<file path="config.mk">
export PLATFORM = sky130hd
export DESIGN_NAME = buzzer_remote_ctrl
export DESIGN_NICKNAME = d
export VERILOG_FILES = /design/src/verilog/buzzer_remote_pkg.sv /design/src/verilog/tone_if.sv /design/src/verilog/buzzer_remote_ctrl.sv /design/src/verilog/tone_phase_gen.sv
export SDC_FILE = /design/constraint.sdc
export NUM_CORES = 1
export LEC_CHECK = 0
export BUFFER_PORTS_ARGS = -buffer_cell sky130_fd_sc_hd__buf_4
export CAP_MARGIN = 10
export CORE_MARGIN = 5
export CORE_UTILIZATION = 50
export DETAILED_ROUTE_END_ITERATION = 8
export GPL_ROUTABILITY_DRIVEN = 0
export PLACE_DENSITY = 0.79
export RECOVER_POWER = 25
export SLEW_MARGIN = 15
export SYNTH_ARGS = -nofsm -noshare
export SYNTH_HDL_FRONTEND = slang
export SYNTH_SLANG_ARGS = --single-unit
</file>
<file path="constraint.sdc">
create_clock -name ref_clk -period 4.4 [get_ports ref_clk]
set_clock_uncertainty 0.1 [all_clocks]
set_input_delay 0.22 -clock ref_clk [delete_from_list [all_inputs] [get_ports ref_clk]]
set_output_delay 0.22 -clock ref_clk [all_outputs]
set_load 0.05 [all_outputs]
</file>
<file path="src/verilog/buzzer_remote_pkg.sv">
// Constants shared by the buzzer PWM and remote-key detection logic
package buzzer_remote_pkg;

    // ========================================================
    // Register numbers on the internal control port
    localparam logic [3:0] REG_TONE_CTRL   = 4'h7;
    localparam logic [3:0] REG_REMOTE_MISC = 4'ha;
    localparam logic [3:0] REG_BUZZER      = 4'hb;

    // ========================================================
    // Remote/misc control register fields
    localparam int REM_ENABLE_BIT   = 7;
    localparam int REM_LATCH_BIT    = 6;
    localparam int REM_INVERT_BIT   = 5;
    localparam int REM_FLAG_BIT     = 4;
    localparam int PREAMP_GAIN_BIT  = 3;
    localparam int MIC_BIAS_BIT     = 2;
    localparam int RANGE_DOUBLE_BIT = 1;
    localparam int RANGE_HALF_BIT   = 0;
    // Gain bit 0 selects 20 dB, so the reset value gives 20 dB
    localparam logic [7:0] REMOTE_MISC_RESET = 8'h00;

    // ========================================================
    // Buzzer control register fields
    localparam int BUZ_ENABLE_BIT   = 7;
    localparam int BUZ_POLARITY_BIT = 6;
    localparam int DUTY_MSB         = 5;
    localparam logic [7:0] BUZZER_RESET = 8'h00;

    // ========================================================
    // Tone control register fields
    localparam int TONE_A_SEL_BIT = 3;
    localparam int TONE_B_SEL_BIT = 2;
    localparam logic [7:0] TONE_CTRL_RESET = 8'h00;

    // ========================================================
    // Tone timing: a 512 kHz base tick and a 17-bit phase accumulator
    localparam int PHASE_W     = 17;
    localparam int SLOT_W      = 7;
    localparam int FREQ_W      = 8;
    localparam int DUTY_W      = 6;
    localparam int BASE_TICK_KHZ = 512;

    // Master clock prescale to reach the base tick, per rate code
    localparam logic [2:0] PRESCALE_512K  = 3'h1;
    localparam logic [2:0] PRESCALE_1536K = 3'h3;
    localparam logic [2:0] PRESCALE_2048K = 3'h4;
    localparam logic [2:0] PRESCALE_2560K = 3'h5;
    localparam logic [1:0] MCLK_512K      = 2'h0;
    localparam logic [1:0] MCLK_1536K     = 2'h1;
    localparam logic [1:0] MCLK_2048K     = 2'h2;
    localparam logic [1:0] MCLK_2560K     = 2'h3;

    // ========================================================
    // Debounce time on the key input
    localparam int CLK_FREQ_MHZ     = 250;
    localparam int DEBOUNCE_TIME_US = 50000;
    localparam int DEBOUNCE_CYCLES  = DEBOUNCE_TIME_US * CLK_FREQ_MHZ;

endpackage

</file>
<file path="src/verilog/tone_if.sv">
// Connection between the top and one tone phase generator
`timescale 1ns/1ps
interface tone_if;
    logic                                   tick;
    logic                                   range_double;
    logic                                   range_half;
    logic [buzzer_remote_pkg::FREQ_W-1:0]   freq;
    logic [buzzer_remote_pkg::SLOT_W-1:0]   slot;
    logic                                   square;

    modport gen  (input tick, input range_double, input range_half, input freq,
                  output slot, output square);
    modport user (output tick, output range_double, output range_half, output freq,
                  input slot, input square);
endinterface

</file>
<file path="src/verilog/buzzer_remote_ctrl.sv">
// Remote-key detection, misc audio control bits and PWM buzzer driver
// Operation
// - Key output inverted by polarity bit five
// - Default not inverted: press reads high
// - Flag bit four sets after debounced low
// - Remote register write clears flag
// - Bit three picks 0 or 20 dB
// - Bit two switches mic bias, off default
// - Range bits pick standard, halved, doubled steps
// - Buzzer enable drives PWM at tone A
// - Duty equals six-bit code times 0.78125%
// - Tone A only gives plain PWM
// - Both tones: PWM gated by tone B
// - Polarity bit six picks duty level
// - Disabled or powered down: rest at polarity
// - Master clock rate programmable, timing follows
// - Bit seven enables detection, off default
// - Bit six transparent or latched, debounced
// - Tone control bits select tone A, B
`timescale 1ns/1ps
module buzzer_remote_ctrl #(
    parameter int DEBOUNCE_CYCLES = buzzer_remote_pkg::DEBOUNCE_CYCLES
) (
    // Clock and reset
    input  wire logic       ref_clk,
    input  wire logic       reset,
    // Register port from the serial control decoder
    input  wire logic       reg_wr,
    input  wire logic [3:0] reg_addr,
    input  wire logic [7:0] reg_wdata,
    output logic      [7:0] reg_rdata,
    // Device context
    input  wire logic       mclk_in,
    input  wire logic [1:0] mclk_rate_sel,
    input  wire logic [7:0] tone_a_freq_reg,
    input  wire logic [7:0] tone_b_freq_reg,
    input  wire logic       power_down,
    // Pins
    input  wire logic       remote_key_in,
    output logic            remote_key_out,
    output logic            buzzer_out,
    // Analog control
    output logic            preamp_gain_sel,
    output logic            mic_bias_enable,
    output logic            tone_range_double,
    output logic            tone_range_half
);
    localparam int DB_W = $clog2(DEBOUNCE_CYCLES + 1);

    if (DEBOUNCE_CYCLES < 1) begin : g_check
        $error("DEBOUNCE_CYCLES must be at least one");
    end

    // ========================================================
    // Registers
    logic [7:0] remote_misc_ctrl_reg_r;
    logic [7:0] remote_misc_ctrl_reg_nxt;
    logic [7:0] buzzer_ctrl_reg_r;
    logic [7:0] buzzer_ctrl_reg_nxt;
    logic [7:0] tone_control_reg_r;
    logic [7:0] tone_control_reg_nxt;
    logic [7:0] rdata_r;
    logic [7:0] rdata_nxt;

    // Synchronisers, prescaler, debounce
    logic [1:0]      key_sync_r;
    logic [1:0]      mclk_sync_r;
    logic            mclk_prev_r;
    logic [2:0]      pre_cnt_r;
    logic [2:0]      pre_cnt_nxt;
    logic            tick_r;
    logic            tick_nxt;
    logic [DB_W-1:0] db_cnt_r;
    logic [DB_W-1:0] db_cnt_nxt;
    logic            pressed_r;
    logic            pressed_nxt;
    logic            key_out_r;
    logic            key_out_nxt;
    logic            buz_r;
    logic            buz_nxt;
    logic [2:0]      prescale;
    logic            mclk_rise;
    logic            key_low;
    logic            press_event;
    logic            remote_wr;

    tone_if tone_a ();
    tone_if tone_b ();

    // ========================================================
    // Register access
    always_comb begin
        remote_wr                = reg_wr && (reg_addr == buzzer_remote_pkg::REG_REMOTE_MISC);
        remote_misc_ctrl_reg_nxt = remote_misc_ctrl_reg_r;
        buzzer_ctrl_reg_nxt      = buzzer_ctrl_reg_r;
        tone_control_reg_nxt     = tone_control_reg_r;
        if (remote_wr) begin
            remote_misc_ctrl_reg_nxt = reg_wdata;
            remote_misc_ctrl_reg_nxt[buzzer_remote_pkg::REM_FLAG_BIT] = 1'b0;
        end
        // A detection in the same cycle as a clearing write keeps the flag
        if (press_event) begin
            remote_misc_ctrl_reg_nxt[buzzer_remote_pkg::REM_FLAG_BIT] = 1'b1;
        end
        if (reg_wr && (reg_addr == buzzer_remote_pkg::REG_BUZZER)) begin
            buzzer_ctrl_reg_nxt = reg_wdata;
        end
        if (reg_wr && (reg_addr == buzzer_remote_pkg::REG_TONE_CTRL)) begin
            tone_control_reg_nxt = reg_wdata;
        end
        case (reg_addr)
            buzzer_remote_pkg::REG_REMOTE_MISC: rdata_nxt = remote_misc_ctrl_reg_r;
            buzzer_remote_pkg::REG_BUZZER:      rdata_nxt = buzzer_ctrl_reg_r;
            buzzer_remote_pkg::REG_TONE_CTRL:   rdata_nxt = tone_control_reg_r;
            default:                            rdata_nxt = 8'h00;
        endcase
    end

    always_ff @(posedge ref_clk) begin
        if (reset) begin
            remote_misc_ctrl_reg_r <= buzzer_remote_pkg::REMOTE_MISC_RESET;
            buzzer_ctrl_reg_r      <= buzzer_remote_pkg::BUZZER_RESET;
            tone_control_reg_r     <= buzzer_remote_pkg::TONE_CTRL_RESET;
            rdata_r                <= 8'h00;
        end else begin
            remote_misc_ctrl_reg_r <= remote_misc_ctrl_reg_nxt;
            buzzer_ctrl_reg_r      <= buzzer_ctrl_reg_nxt;
            tone_control_reg_r     <= tone_control_reg_nxt;
            rdata_r                <= rdata_nxt;
        end
    end

    // ========================================================
    // Master clock edge and prescaler to the 512 kHz base tick
    always_comb begin
        case (mclk_rate_sel)
            buzzer_remote_pkg::MCLK_512K:  prescale = buzzer_remote_pkg::PRESCALE_512K;
            buzzer_remote_pkg::MCLK_1536K: prescale = buzzer_remote_pkg::PRESCALE_1536K;
            buzzer_remote_pkg::MCLK_2048K: prescale = buzzer_remote_pkg::PRESCALE_2048K;
            buzzer_remote_pkg::MCLK_2560K: prescale = buzzer_remote_pkg::PRESCALE_2560K;
            default:                       prescale = buzzer_remote_pkg::PRESCALE_512K;
        endcase
        mclk_rise   = mclk_sync_r[1] && !mclk_prev_r;
        pre_cnt_nxt = pre_cnt_r;
        tick_nxt    = 1'b0;
        if (mclk_rise) begin
            if (pre_cnt_r + 3'h1 >= prescale) begin
                pre_cnt_nxt = 3'h0;
                tick_nxt    = 1'b1;
            end else begin
                pre_cnt_nxt = pre_cnt_r + 3'h1;
            end
        end
    end

    always_ff @(posedge ref_clk) begin
        if (reset) begin
            mclk_sync_r <= 2'b00;
            mclk_prev_r <= 1'b0;
            pre_cnt_r   <= 3'h0;
            tick_r      <= 1'b0;
        end else begin
            mclk_sync_r <= {mclk_sync_r[0], mclk_in};
            mclk_prev_r <= mclk_sync_r[1];
            pre_cnt_r   <= pre_cnt_nxt;
            tick_r      <= tick_nxt;
        end
    end

    // ========================================================
    // Remote key debounce; a low level on the input means pressed
    always_comb begin
        key_low     = !key_sync_r[1];
        db_cnt_nxt  = '0;
        pressed_nxt = pressed_r;
        press_event = 1'b0;
        if (!remote_misc_ctrl_reg_r[buzzer_remote_pkg::REM_ENABLE_BIT]) begin
            pressed_nxt = 1'b0;
        end else if (key_low != pressed_r) begin
            // Level must hold without a break for the whole interval
            if (db_cnt_r >= DB_W'(DEBOUNCE_CYCLES - 1)) begin
                pressed_nxt = key_low;
                press_event = key_low;
            end else begin
                db_cnt_nxt = db_cnt_r + DB_W'(1);
            end
        end
        if (remote_misc_ctrl_reg_r[buzzer_remote_pkg::REM_LATCH_BIT]) begin
            key_out_nxt = remote_misc_ctrl_reg_r[buzzer_remote_pkg::REM_FLAG_BIT];
        end else begin
            key_out_nxt = pressed_r;
        end
        key_out_nxt = key_out_nxt ^ remote_misc_ctrl_reg_r[buzzer_remote_pkg::REM_INVERT_BIT];
    end

    always_ff @(posedge ref_clk) begin
        if (reset) begin
            key_sync_r <= 2'b11;
            db_cnt_r   <= '0;
            pressed_r  <= 1'b0;
            key_out_r  <= 1'b0;
        end else begin
            key_sync_r <= {key_sync_r[0], remote_key_in};
            db_cnt_r   <= db_cnt_nxt;
            pressed_r  <= pressed_nxt;
            key_out_r  <= key_out_nxt;
        end
    end

    // ========================================================
    // Tone generators
    assign tone_a.tick         = tick_r;
    assign tone_a.range_double = remote_misc_ctrl_reg_r[buzzer_remote_pkg::RANGE_DOUBLE_BIT];
    assign tone_a.range_half   = remote_misc_ctrl_reg_r[buzzer_remote_pkg::RANGE_HALF_BIT];
    assign tone_a.freq         = tone_a_freq_reg;
    assign tone_b.tick         = tick_r;
    assign tone_b.range_double = remote_misc_ctrl_reg_r[buzzer_remote_pkg::RANGE_DOUBLE_BIT];
    assign tone_b.range_half   = remote_misc_ctrl_reg_r[buzzer_remote_pkg::RANGE_HALF_BIT];
    assign tone_b.freq         = tone_b_freq_reg;

    tone_phase_gen u_tone_a (
        .ref_clk (ref_clk),
        .reset   (reset),
        .tone    (tone_a)
    );

    tone_phase_gen u_tone_b (
        .ref_clk (ref_clk),
        .reset   (reset),
        .tone    (tone_b)
    );

    // ========================================================
    // Buzzer PWM; the duty code counts active slots out of 128
    always_comb begin
        logic active;
        logic polarity;
        active   = 1'b0;
        polarity = buzzer_ctrl_reg_r[buzzer_remote_pkg::BUZ_POLARITY_BIT];
        active   = ({1'b0, tone_a.slot} <
                    {2'b00, buzzer_ctrl_reg_r[buzzer_remote_pkg::DUTY_MSB:0]});
        // Tone B as a gate: while its square is low the buzzer rests
        if (tone_control_reg_r[buzzer_remote_pkg::TONE_B_SEL_BIT] && !tone_b.square) begin
            active = 1'b0;
        end
        if (!buzzer_ctrl_reg_r[buzzer_remote_pkg::BUZ_ENABLE_BIT] || power_down ||
            !tone_control_reg_r[buzzer_remote_pkg::TONE_A_SEL_BIT]) begin
            active = 1'b0;
        end
        buz_nxt = active ^ polarity;
    end

    always_ff @(posedge ref_clk) begin
        if (reset) begin
            buz_r <= 1'b0;
        end else begin
            buz_r <= buz_nxt;
        end
    end

    // ========================================================
    // Outputs
    assign reg_rdata         = rdata_r;
    assign remote_key_out    = key_out_r;
    assign buzzer_out        = buz_r;
    assign preamp_gain_sel   = remote_misc_ctrl_reg_r[buzzer_remote_pkg::PREAMP_GAIN_BIT];
    assign mic_bias_enable   = remote_misc_ctrl_reg_r[buzzer_remote_pkg::MIC_BIAS_BIT];
    assign tone_range_double = remote_misc_ctrl_reg_r[buzzer_remote_pkg::RANGE_DOUBLE_BIT];
    assign tone_range_half   = remote_misc_ctrl_reg_r[buzzer_remote_pkg::RANGE_HALF_BIT];
endmodule // buzzer_remote_ctrl

</file>
<file path="src/verilog/tone_phase_gen.sv">
// Phase accumulator producing one tone's square wave and PWM slot index
`timescale 1ns/1ps
module tone_phase_gen (
    // Clock and reset
    input  wire logic ref_clk,
    input  wire logic reset,
    // Tone link
    tone_if.gen       tone
);
    logic [buzzer_remote_pkg::PHASE_W-1:0] acc_r;
    logic [buzzer_remote_pkg::PHASE_W-1:0] acc_nxt;
    logic [buzzer_remote_pkg::PHASE_W-1:0] step;

    // ========================================================
    // Step size: halved N, standard 2N, doubled 4N per base tick
    always_comb begin
        step = {{(buzzer_remote_pkg::PHASE_W-buzzer_remote_pkg::FREQ_W){1'b0}}, tone.freq};
        if (tone.range_double && !tone.range_half) begin
            step = step << 2;
        end else if (tone.range_half && !tone.range_double) begin
            step = step;
        end else begin
            step = step << 1;
        end
        acc_nxt = acc_r;
        if (tone.tick) begin
            acc_nxt = acc_r + step;
        end
    end

    always_ff @(posedge ref_clk) begin
        if (reset) begin
            acc_r <= '0;
        end else begin
            acc_r <= acc_nxt;
        end
    end

    // Top bits split one period into 128 slots
    assign tone.slot   = acc_r[buzzer_remote_pkg::PHASE_W-1 -: buzzer_remote_pkg::SLOT_W];
    assign tone.square = acc_r[buzzer_remote_pkg::PHASE_W-1];
endmodule // tone_phase_gen
</file>
; Yosys cells after proc, flatten, opt, wreduce, memory -nomap -nowiden
; Cells that the tools add are included.
[totals]
out_inout_bits = 14
reg_bits = 102
inputBits = 36
[op_classes]
eq_ne = 7
mux = 16
n_lt_le_gt_ge = 3
bitwise = 5
n_addsub = 4
n_reduce_logical = 22
[op_table]
columns = operator, n
row1 = adder 17 bit, 2
row2 = "adder 24 x 1 -> 24 bit, second input constant", 1
row3 = ">= comparator 24 bit, second input constant", 1
row4 = case mux 8 bit (3 select lines), 1
row5 = two-way mux 10 bit, 2
row6 = two-way mux 9 bit, 2
row7 = case mux 3 bit (4 select lines), 1
row8 = "equality test 4 bit, second input constant", 2
row9 = two-way mux 1 bit, 8
row10 = logical AND 1 bit, 7
row11 = zero test 1 bit, 7
row12 = less-than comparator 7 x 6 -> 1 bit, 1
row13 = two-way mux 5 bit, 1
row14 = "equality test 2 bit, second input constant", 2
row15 = "equality test 4 x 3 -> 1 bit, second input constant", 1
row16 = OR reduction 2 bit, 2
row17 = OR reduction 4 bit, 1
row18 = "adder 3 x 1 -> 3 bit, second input constant", 1
row19 = >= comparator 3 bit, 1
row20 = two-way mux 3 bit, 1
row21 = NOT 1 bit, 3
row22 = "equality test 2 x 1 -> 1 bit, second input constant", 1
row23 = zero test 2 bit, 1
row24 = logical OR 1 bit, 2
row25 = other kinds (4), 5

; Depth between registers and ports, before layout
[depth]
ltp_word = 5
mapped_depth = 10
depth_no_buf = 9

; Hierarchy
; Synthesis repeated with hierarchy kept, for this count alone.
[hier_totals]
hier_cells = 696
area_unflattened_um2 = 6003.3
[by_module_without_submodules]
columns = module, cells_per_inst, instances, area_each_um2, seq_area_each_um2
row1 = buzzer_remote_ctrl, 318, 1, 3005.4, 1361.3
row2 = tone_phase_gen, 189, 2, 1498.9, 340.3

; Worst setup path before layout
; No wires, ideal clock.
[synth_timing]
path_type = register -> register
startpoint = reg remote_misc_ctrl_reg_r[1]
endpoint = reg u_tone_a.acc_r[16] (netlist name)
path_buffers = 2
synth_period_minus_slack_ns = 3.481
arrival_ns = 3.260
t_required_ns = 4.179
stages_incl_launch_ff = 11
path_slack_ns = 0.919
path_cell_list = dfxtp_1 -> clkbuf_1 -> clkbuf_1 -> mux2i_1 -> a21oi_1 -> ha_1 -> nand3_1 -> a2111oi_0 -> o21ai_0 -> a211oi_1 -> mux2_2
[synth_via]
elab_chain_len = 5
[synth_rtl]
columns = item, line
row1 = "start, declared", buzzer_remote_ctrl.sv:56  ; logic [7:0] remote_misc_ctrl_reg_r;
row2 = "start signal, assigned", buzzer_remote_ctrl.sv:121  ; remote_misc_ctrl_reg_r <= buzzer_remote_pkg::REMOTE_MISC_RESET;
row3 = "start signal, assigned", buzzer_remote_ctrl.sv:126  ; remote_misc_ctrl_reg_r <= remote_misc_ctrl_reg_nxt;
row4 = zero test 1 bit, tone_phase_gen.sv:20  ; end else if (tone.range_half && !tone.range_double) begin
row5 = logical AND 1 bit, tone_phase_gen.sv:20
row6 = two-way mux 9 bit, tone_phase_gen.sv:20
row7 = two-way mux 10 bit (*), tone_phase_gen.sv:18  ; if (tone.range_double && !tone.range_half) begin
row8 = adder 17 bit (*), tone_phase_gen.sv:27  ; acc_nxt = acc_r + step;
row9 = "end signal, assigned", tone_phase_gen.sv:35  ; acc_r <= acc_nxt;
row10 = "end, declared", tone_phase_gen.sv:10  ; logic [buzzer_remote_pkg::PHASE_W-1:0] acc_r;
; Every way passes the cells marked *; elsewhere a longest branch is shown, timed or not.
; A chain may end at the register's enable or synchronous reset.

; Worst setup path after layout
[layout_timing]
startpoint = reg remote_misc_ctrl_reg_r[1]
endpoint = reg u_tone_b.acc_r[11] (netlist name)
[layout_via]
elab_chain_len = 5
[layout_rtl]
columns = item, line
row1 = zero test 1 bit, tone_phase_gen.sv:20
row2 = logical AND 1 bit, tone_phase_gen.sv:20
row3 = two-way mux 9 bit, tone_phase_gen.sv:20
row4 = two-way mux 10 bit (*), tone_phase_gen.sv:18
row5 = adder 17 bit (*), tone_phase_gen.sv:27
row6 = "end signal, assigned", tone_phase_gen.sv:35
row7 = "end, declared", tone_phase_gen.sv:10
; Marked as above.

==> out/metrics.cfg <==
[placed_design]
hpwl_mm=8.99
pre_cts_ws_ps=1140
portBuffers=49

[sta]
setup_viol=0
grt_setup_unrepaired=no
fin_crit_sh=0.753
relSlewSlack=-0.211
tightest_slew_ps=1820
tns_ps=0
final-hold-violation-count=0
finalMaxSlewViolations=97
setup_ws_ps=1090
fin_crit_ps=3310
fmax_mhz=302

[run]
cap_violations=1

[clocking]
cts_setup_buffers=0
tritoncts=built
post_cts_resized=0
cts_max_level=3
worstSkewPairLatency_ps=350
cts_root_buffer=clkbuf_16
cts-buffers-inserted=9
cts.path.max_buffers=2
hold_buffers=2
clock_sinks=102
clk_pin_slew_ps=70

[route]
first_pass_iters=4
wl_per_cell_um=14.9
antenna_left=0
vias_per_cell=5.64
num_vias=4794
drt-initial-drc-count=404
routed_wl_mm=12.7
drc_errors=0

[synth]
netlist.area_leader.share=0.356
synth_commonest_cells=dfxtp_1 (102), nor2_1 (97), mux2i_1 (58)
syn-num-nets=736
synth_area_leader_cell=dfxtp_1
yosys_warnings=0
syn_inst=667
syn-cell-area_um2=5740
syn_area_per_cell_um2=8.60
synth_sequential_area_ratio=0.356
async_flop_share=0
yosysMostFrequentCell=dfxtp_1
ys_seq_elements=102
synth_flop_cell=dfxtp_1
yosysUniqueCellTypes=56
synth-edff-count=0
synthTopCellsByArea=dfxtp_1 (36%), mux2i_1 (10%), ha_1 (6.8%)

[cells_and_area]
fin_nets=771
drive_above_1_share=0.109
syn2layout_area_growth_pct=13.2
diodes=0

[setup_path]
required_ps=4450
arrival_ps=3370
path_max_fanout=15
worstSetupStartpointType=register
end_kind=register
worstSetupPathType=register to register

[global_route]
grt_usage=0.196
grt_max_degree=97
antenna_found_initial=0
grt_pass1_vias=4739
grt_first_pass_wirelength_mm=21.5
grt.overflow.total=0

[worst_hold_path]
hold_class=primary input to register

[pwr]
peakVddDrop_uv=233
p_leak_uw=0.00247
p_per_area_nw_per_um2=300

[die]
die-area_um2=13700
die_y_um=117
core_um2=11300
ios=50
rows=39
start_util=0.507
die_w_um=117

[outcome]
status=complete, but fails checks
violations=max-capacitance violations, max-slew violations

-- metrics by stage --
| step | instances | cell area (um^2) | hold slack [ps] | utilization | power (uW) |
|---|---|---|---|---|---|
| after detailed placement | 832 | 6200 | 295 | 0.548 | 1100 |
| after global routing | 850 | 6490 | 33.3 | 0.574 | 2030 |
| after global placement | 832 | 6200 | 294 | 0.548 | 1100 |
| after CTS | 850 | 6540 | 13.9 | 0.578 | 1970 |
| after floorplan | 667 | 5740 | 224 | - | 1050 |
| final | 850 | 6490 | 26.4 | 0.574 | 1950 |
-- critical path: stages, from the launching register on --
cell and delay, ps:
dfxtp_1 540, buf_4 310, mux2i_1 270, mux2i_1 120
ha_1 370, nand4_1 230, a2111oi_0 790, or2_2 260
o311ai_0 130
-- cell usage in the layout, fill, tap and decap left out, types with 11 or more instances in the layout --
cell,count
dfxtp_1,102
nor2_1,97
mux2i_1,58
a21oi_1,40
nand2_1,40
buf_4,40
ha_1,31
nand3_1,30
xnor2_1,23
inv_1,21
nor2b_1,16
o21ai_0,16
nand2b_1,14
clkbuf_1,13
mux2_2,12
xor2_1,12
nor3_1,12
a211oi_1,11
-- state kept, by name (all words and copies together), names as in the netlist, 2 cells and up --
register and cells:
u_tone_a.acc_r 17, key_sync_r 2, pre_cnt_r 3, tone_control_reg_r 8
mclk_sync_r 2, buzzer_ctrl_reg_r 8, db_cnt_r 24, remote_misc_ctrl_reg_r 8
u_tone_b.acc_r 17, reg_rdata 8
-- kinds of logic (layout without fill, tap and decap cells) --
group | count (synthesis) | in the layout | synth area share
xor+xnor | 35 | 35 | 0.0534
simple gates | 261 | 261 | 0.228
compound gates | 113 | 113 | 0.128
fa+ha+maj | 33 | 33 | 0.0746
mux | 70 | 70 | 0.125
buf+inv | 53 | 93 | 0.0349
flops | 102 | 102 | 0.356
-- power breakdown --
group          switching [uW]  internal, uW
registers                6.52           930
clock network             362           504
logic                    84.0          64.3
-- path summary, 6_finish.rpt --
kind	startpoint	to	slack [ps]	cells after the start
worst max-delay path	remote_misc_ctrl_reg_r[1]$_SDFFE_PP0P_	u_tone_b.acc_r[11]$_SDFFE_PP0P_	1090	8
worst min register to register	key_sync_r[0]$_SDFF_PP1_	key_sync_r[1]$_SDFF_PP1_	300	1
worst min-delay path	reg_wdata[5]	buzzer_ctrl_reg_r[5]$_SDFFE_PP0P_	30	3
worst max register to register	remote_misc_ctrl_reg_r[1]$_SDFFE_PP0P_	u_tone_b.acc_r[11]$_SDFFE_PP0P_	1090	8
-- final cells by class --
cell class / instances / area [um^2]
Multi-Input combinational cell: 512 / 3490
Clock buffer: 10 / 229
Sequential cell: 102 / 2040
Timing Repair Buffer: 56 / 378
Fill cell: 1014 / 4830
Tap cell: 143 / 179
Inverter: 21 / 78.8
Clock inverter: 6 / 95.1
-- metal layers --
layer | routed length, um | share of wire | track usage
met3 | 714 | 0.056 | 0.0355
met5 | 0 | 0 | 0
met2 | 5910 | 0.47 | 0.326
met1 | 5780 | 0.46 | 0.248
met4 | 275 | 0.022 | 0.0856
(Power assumes the default switching activity.)
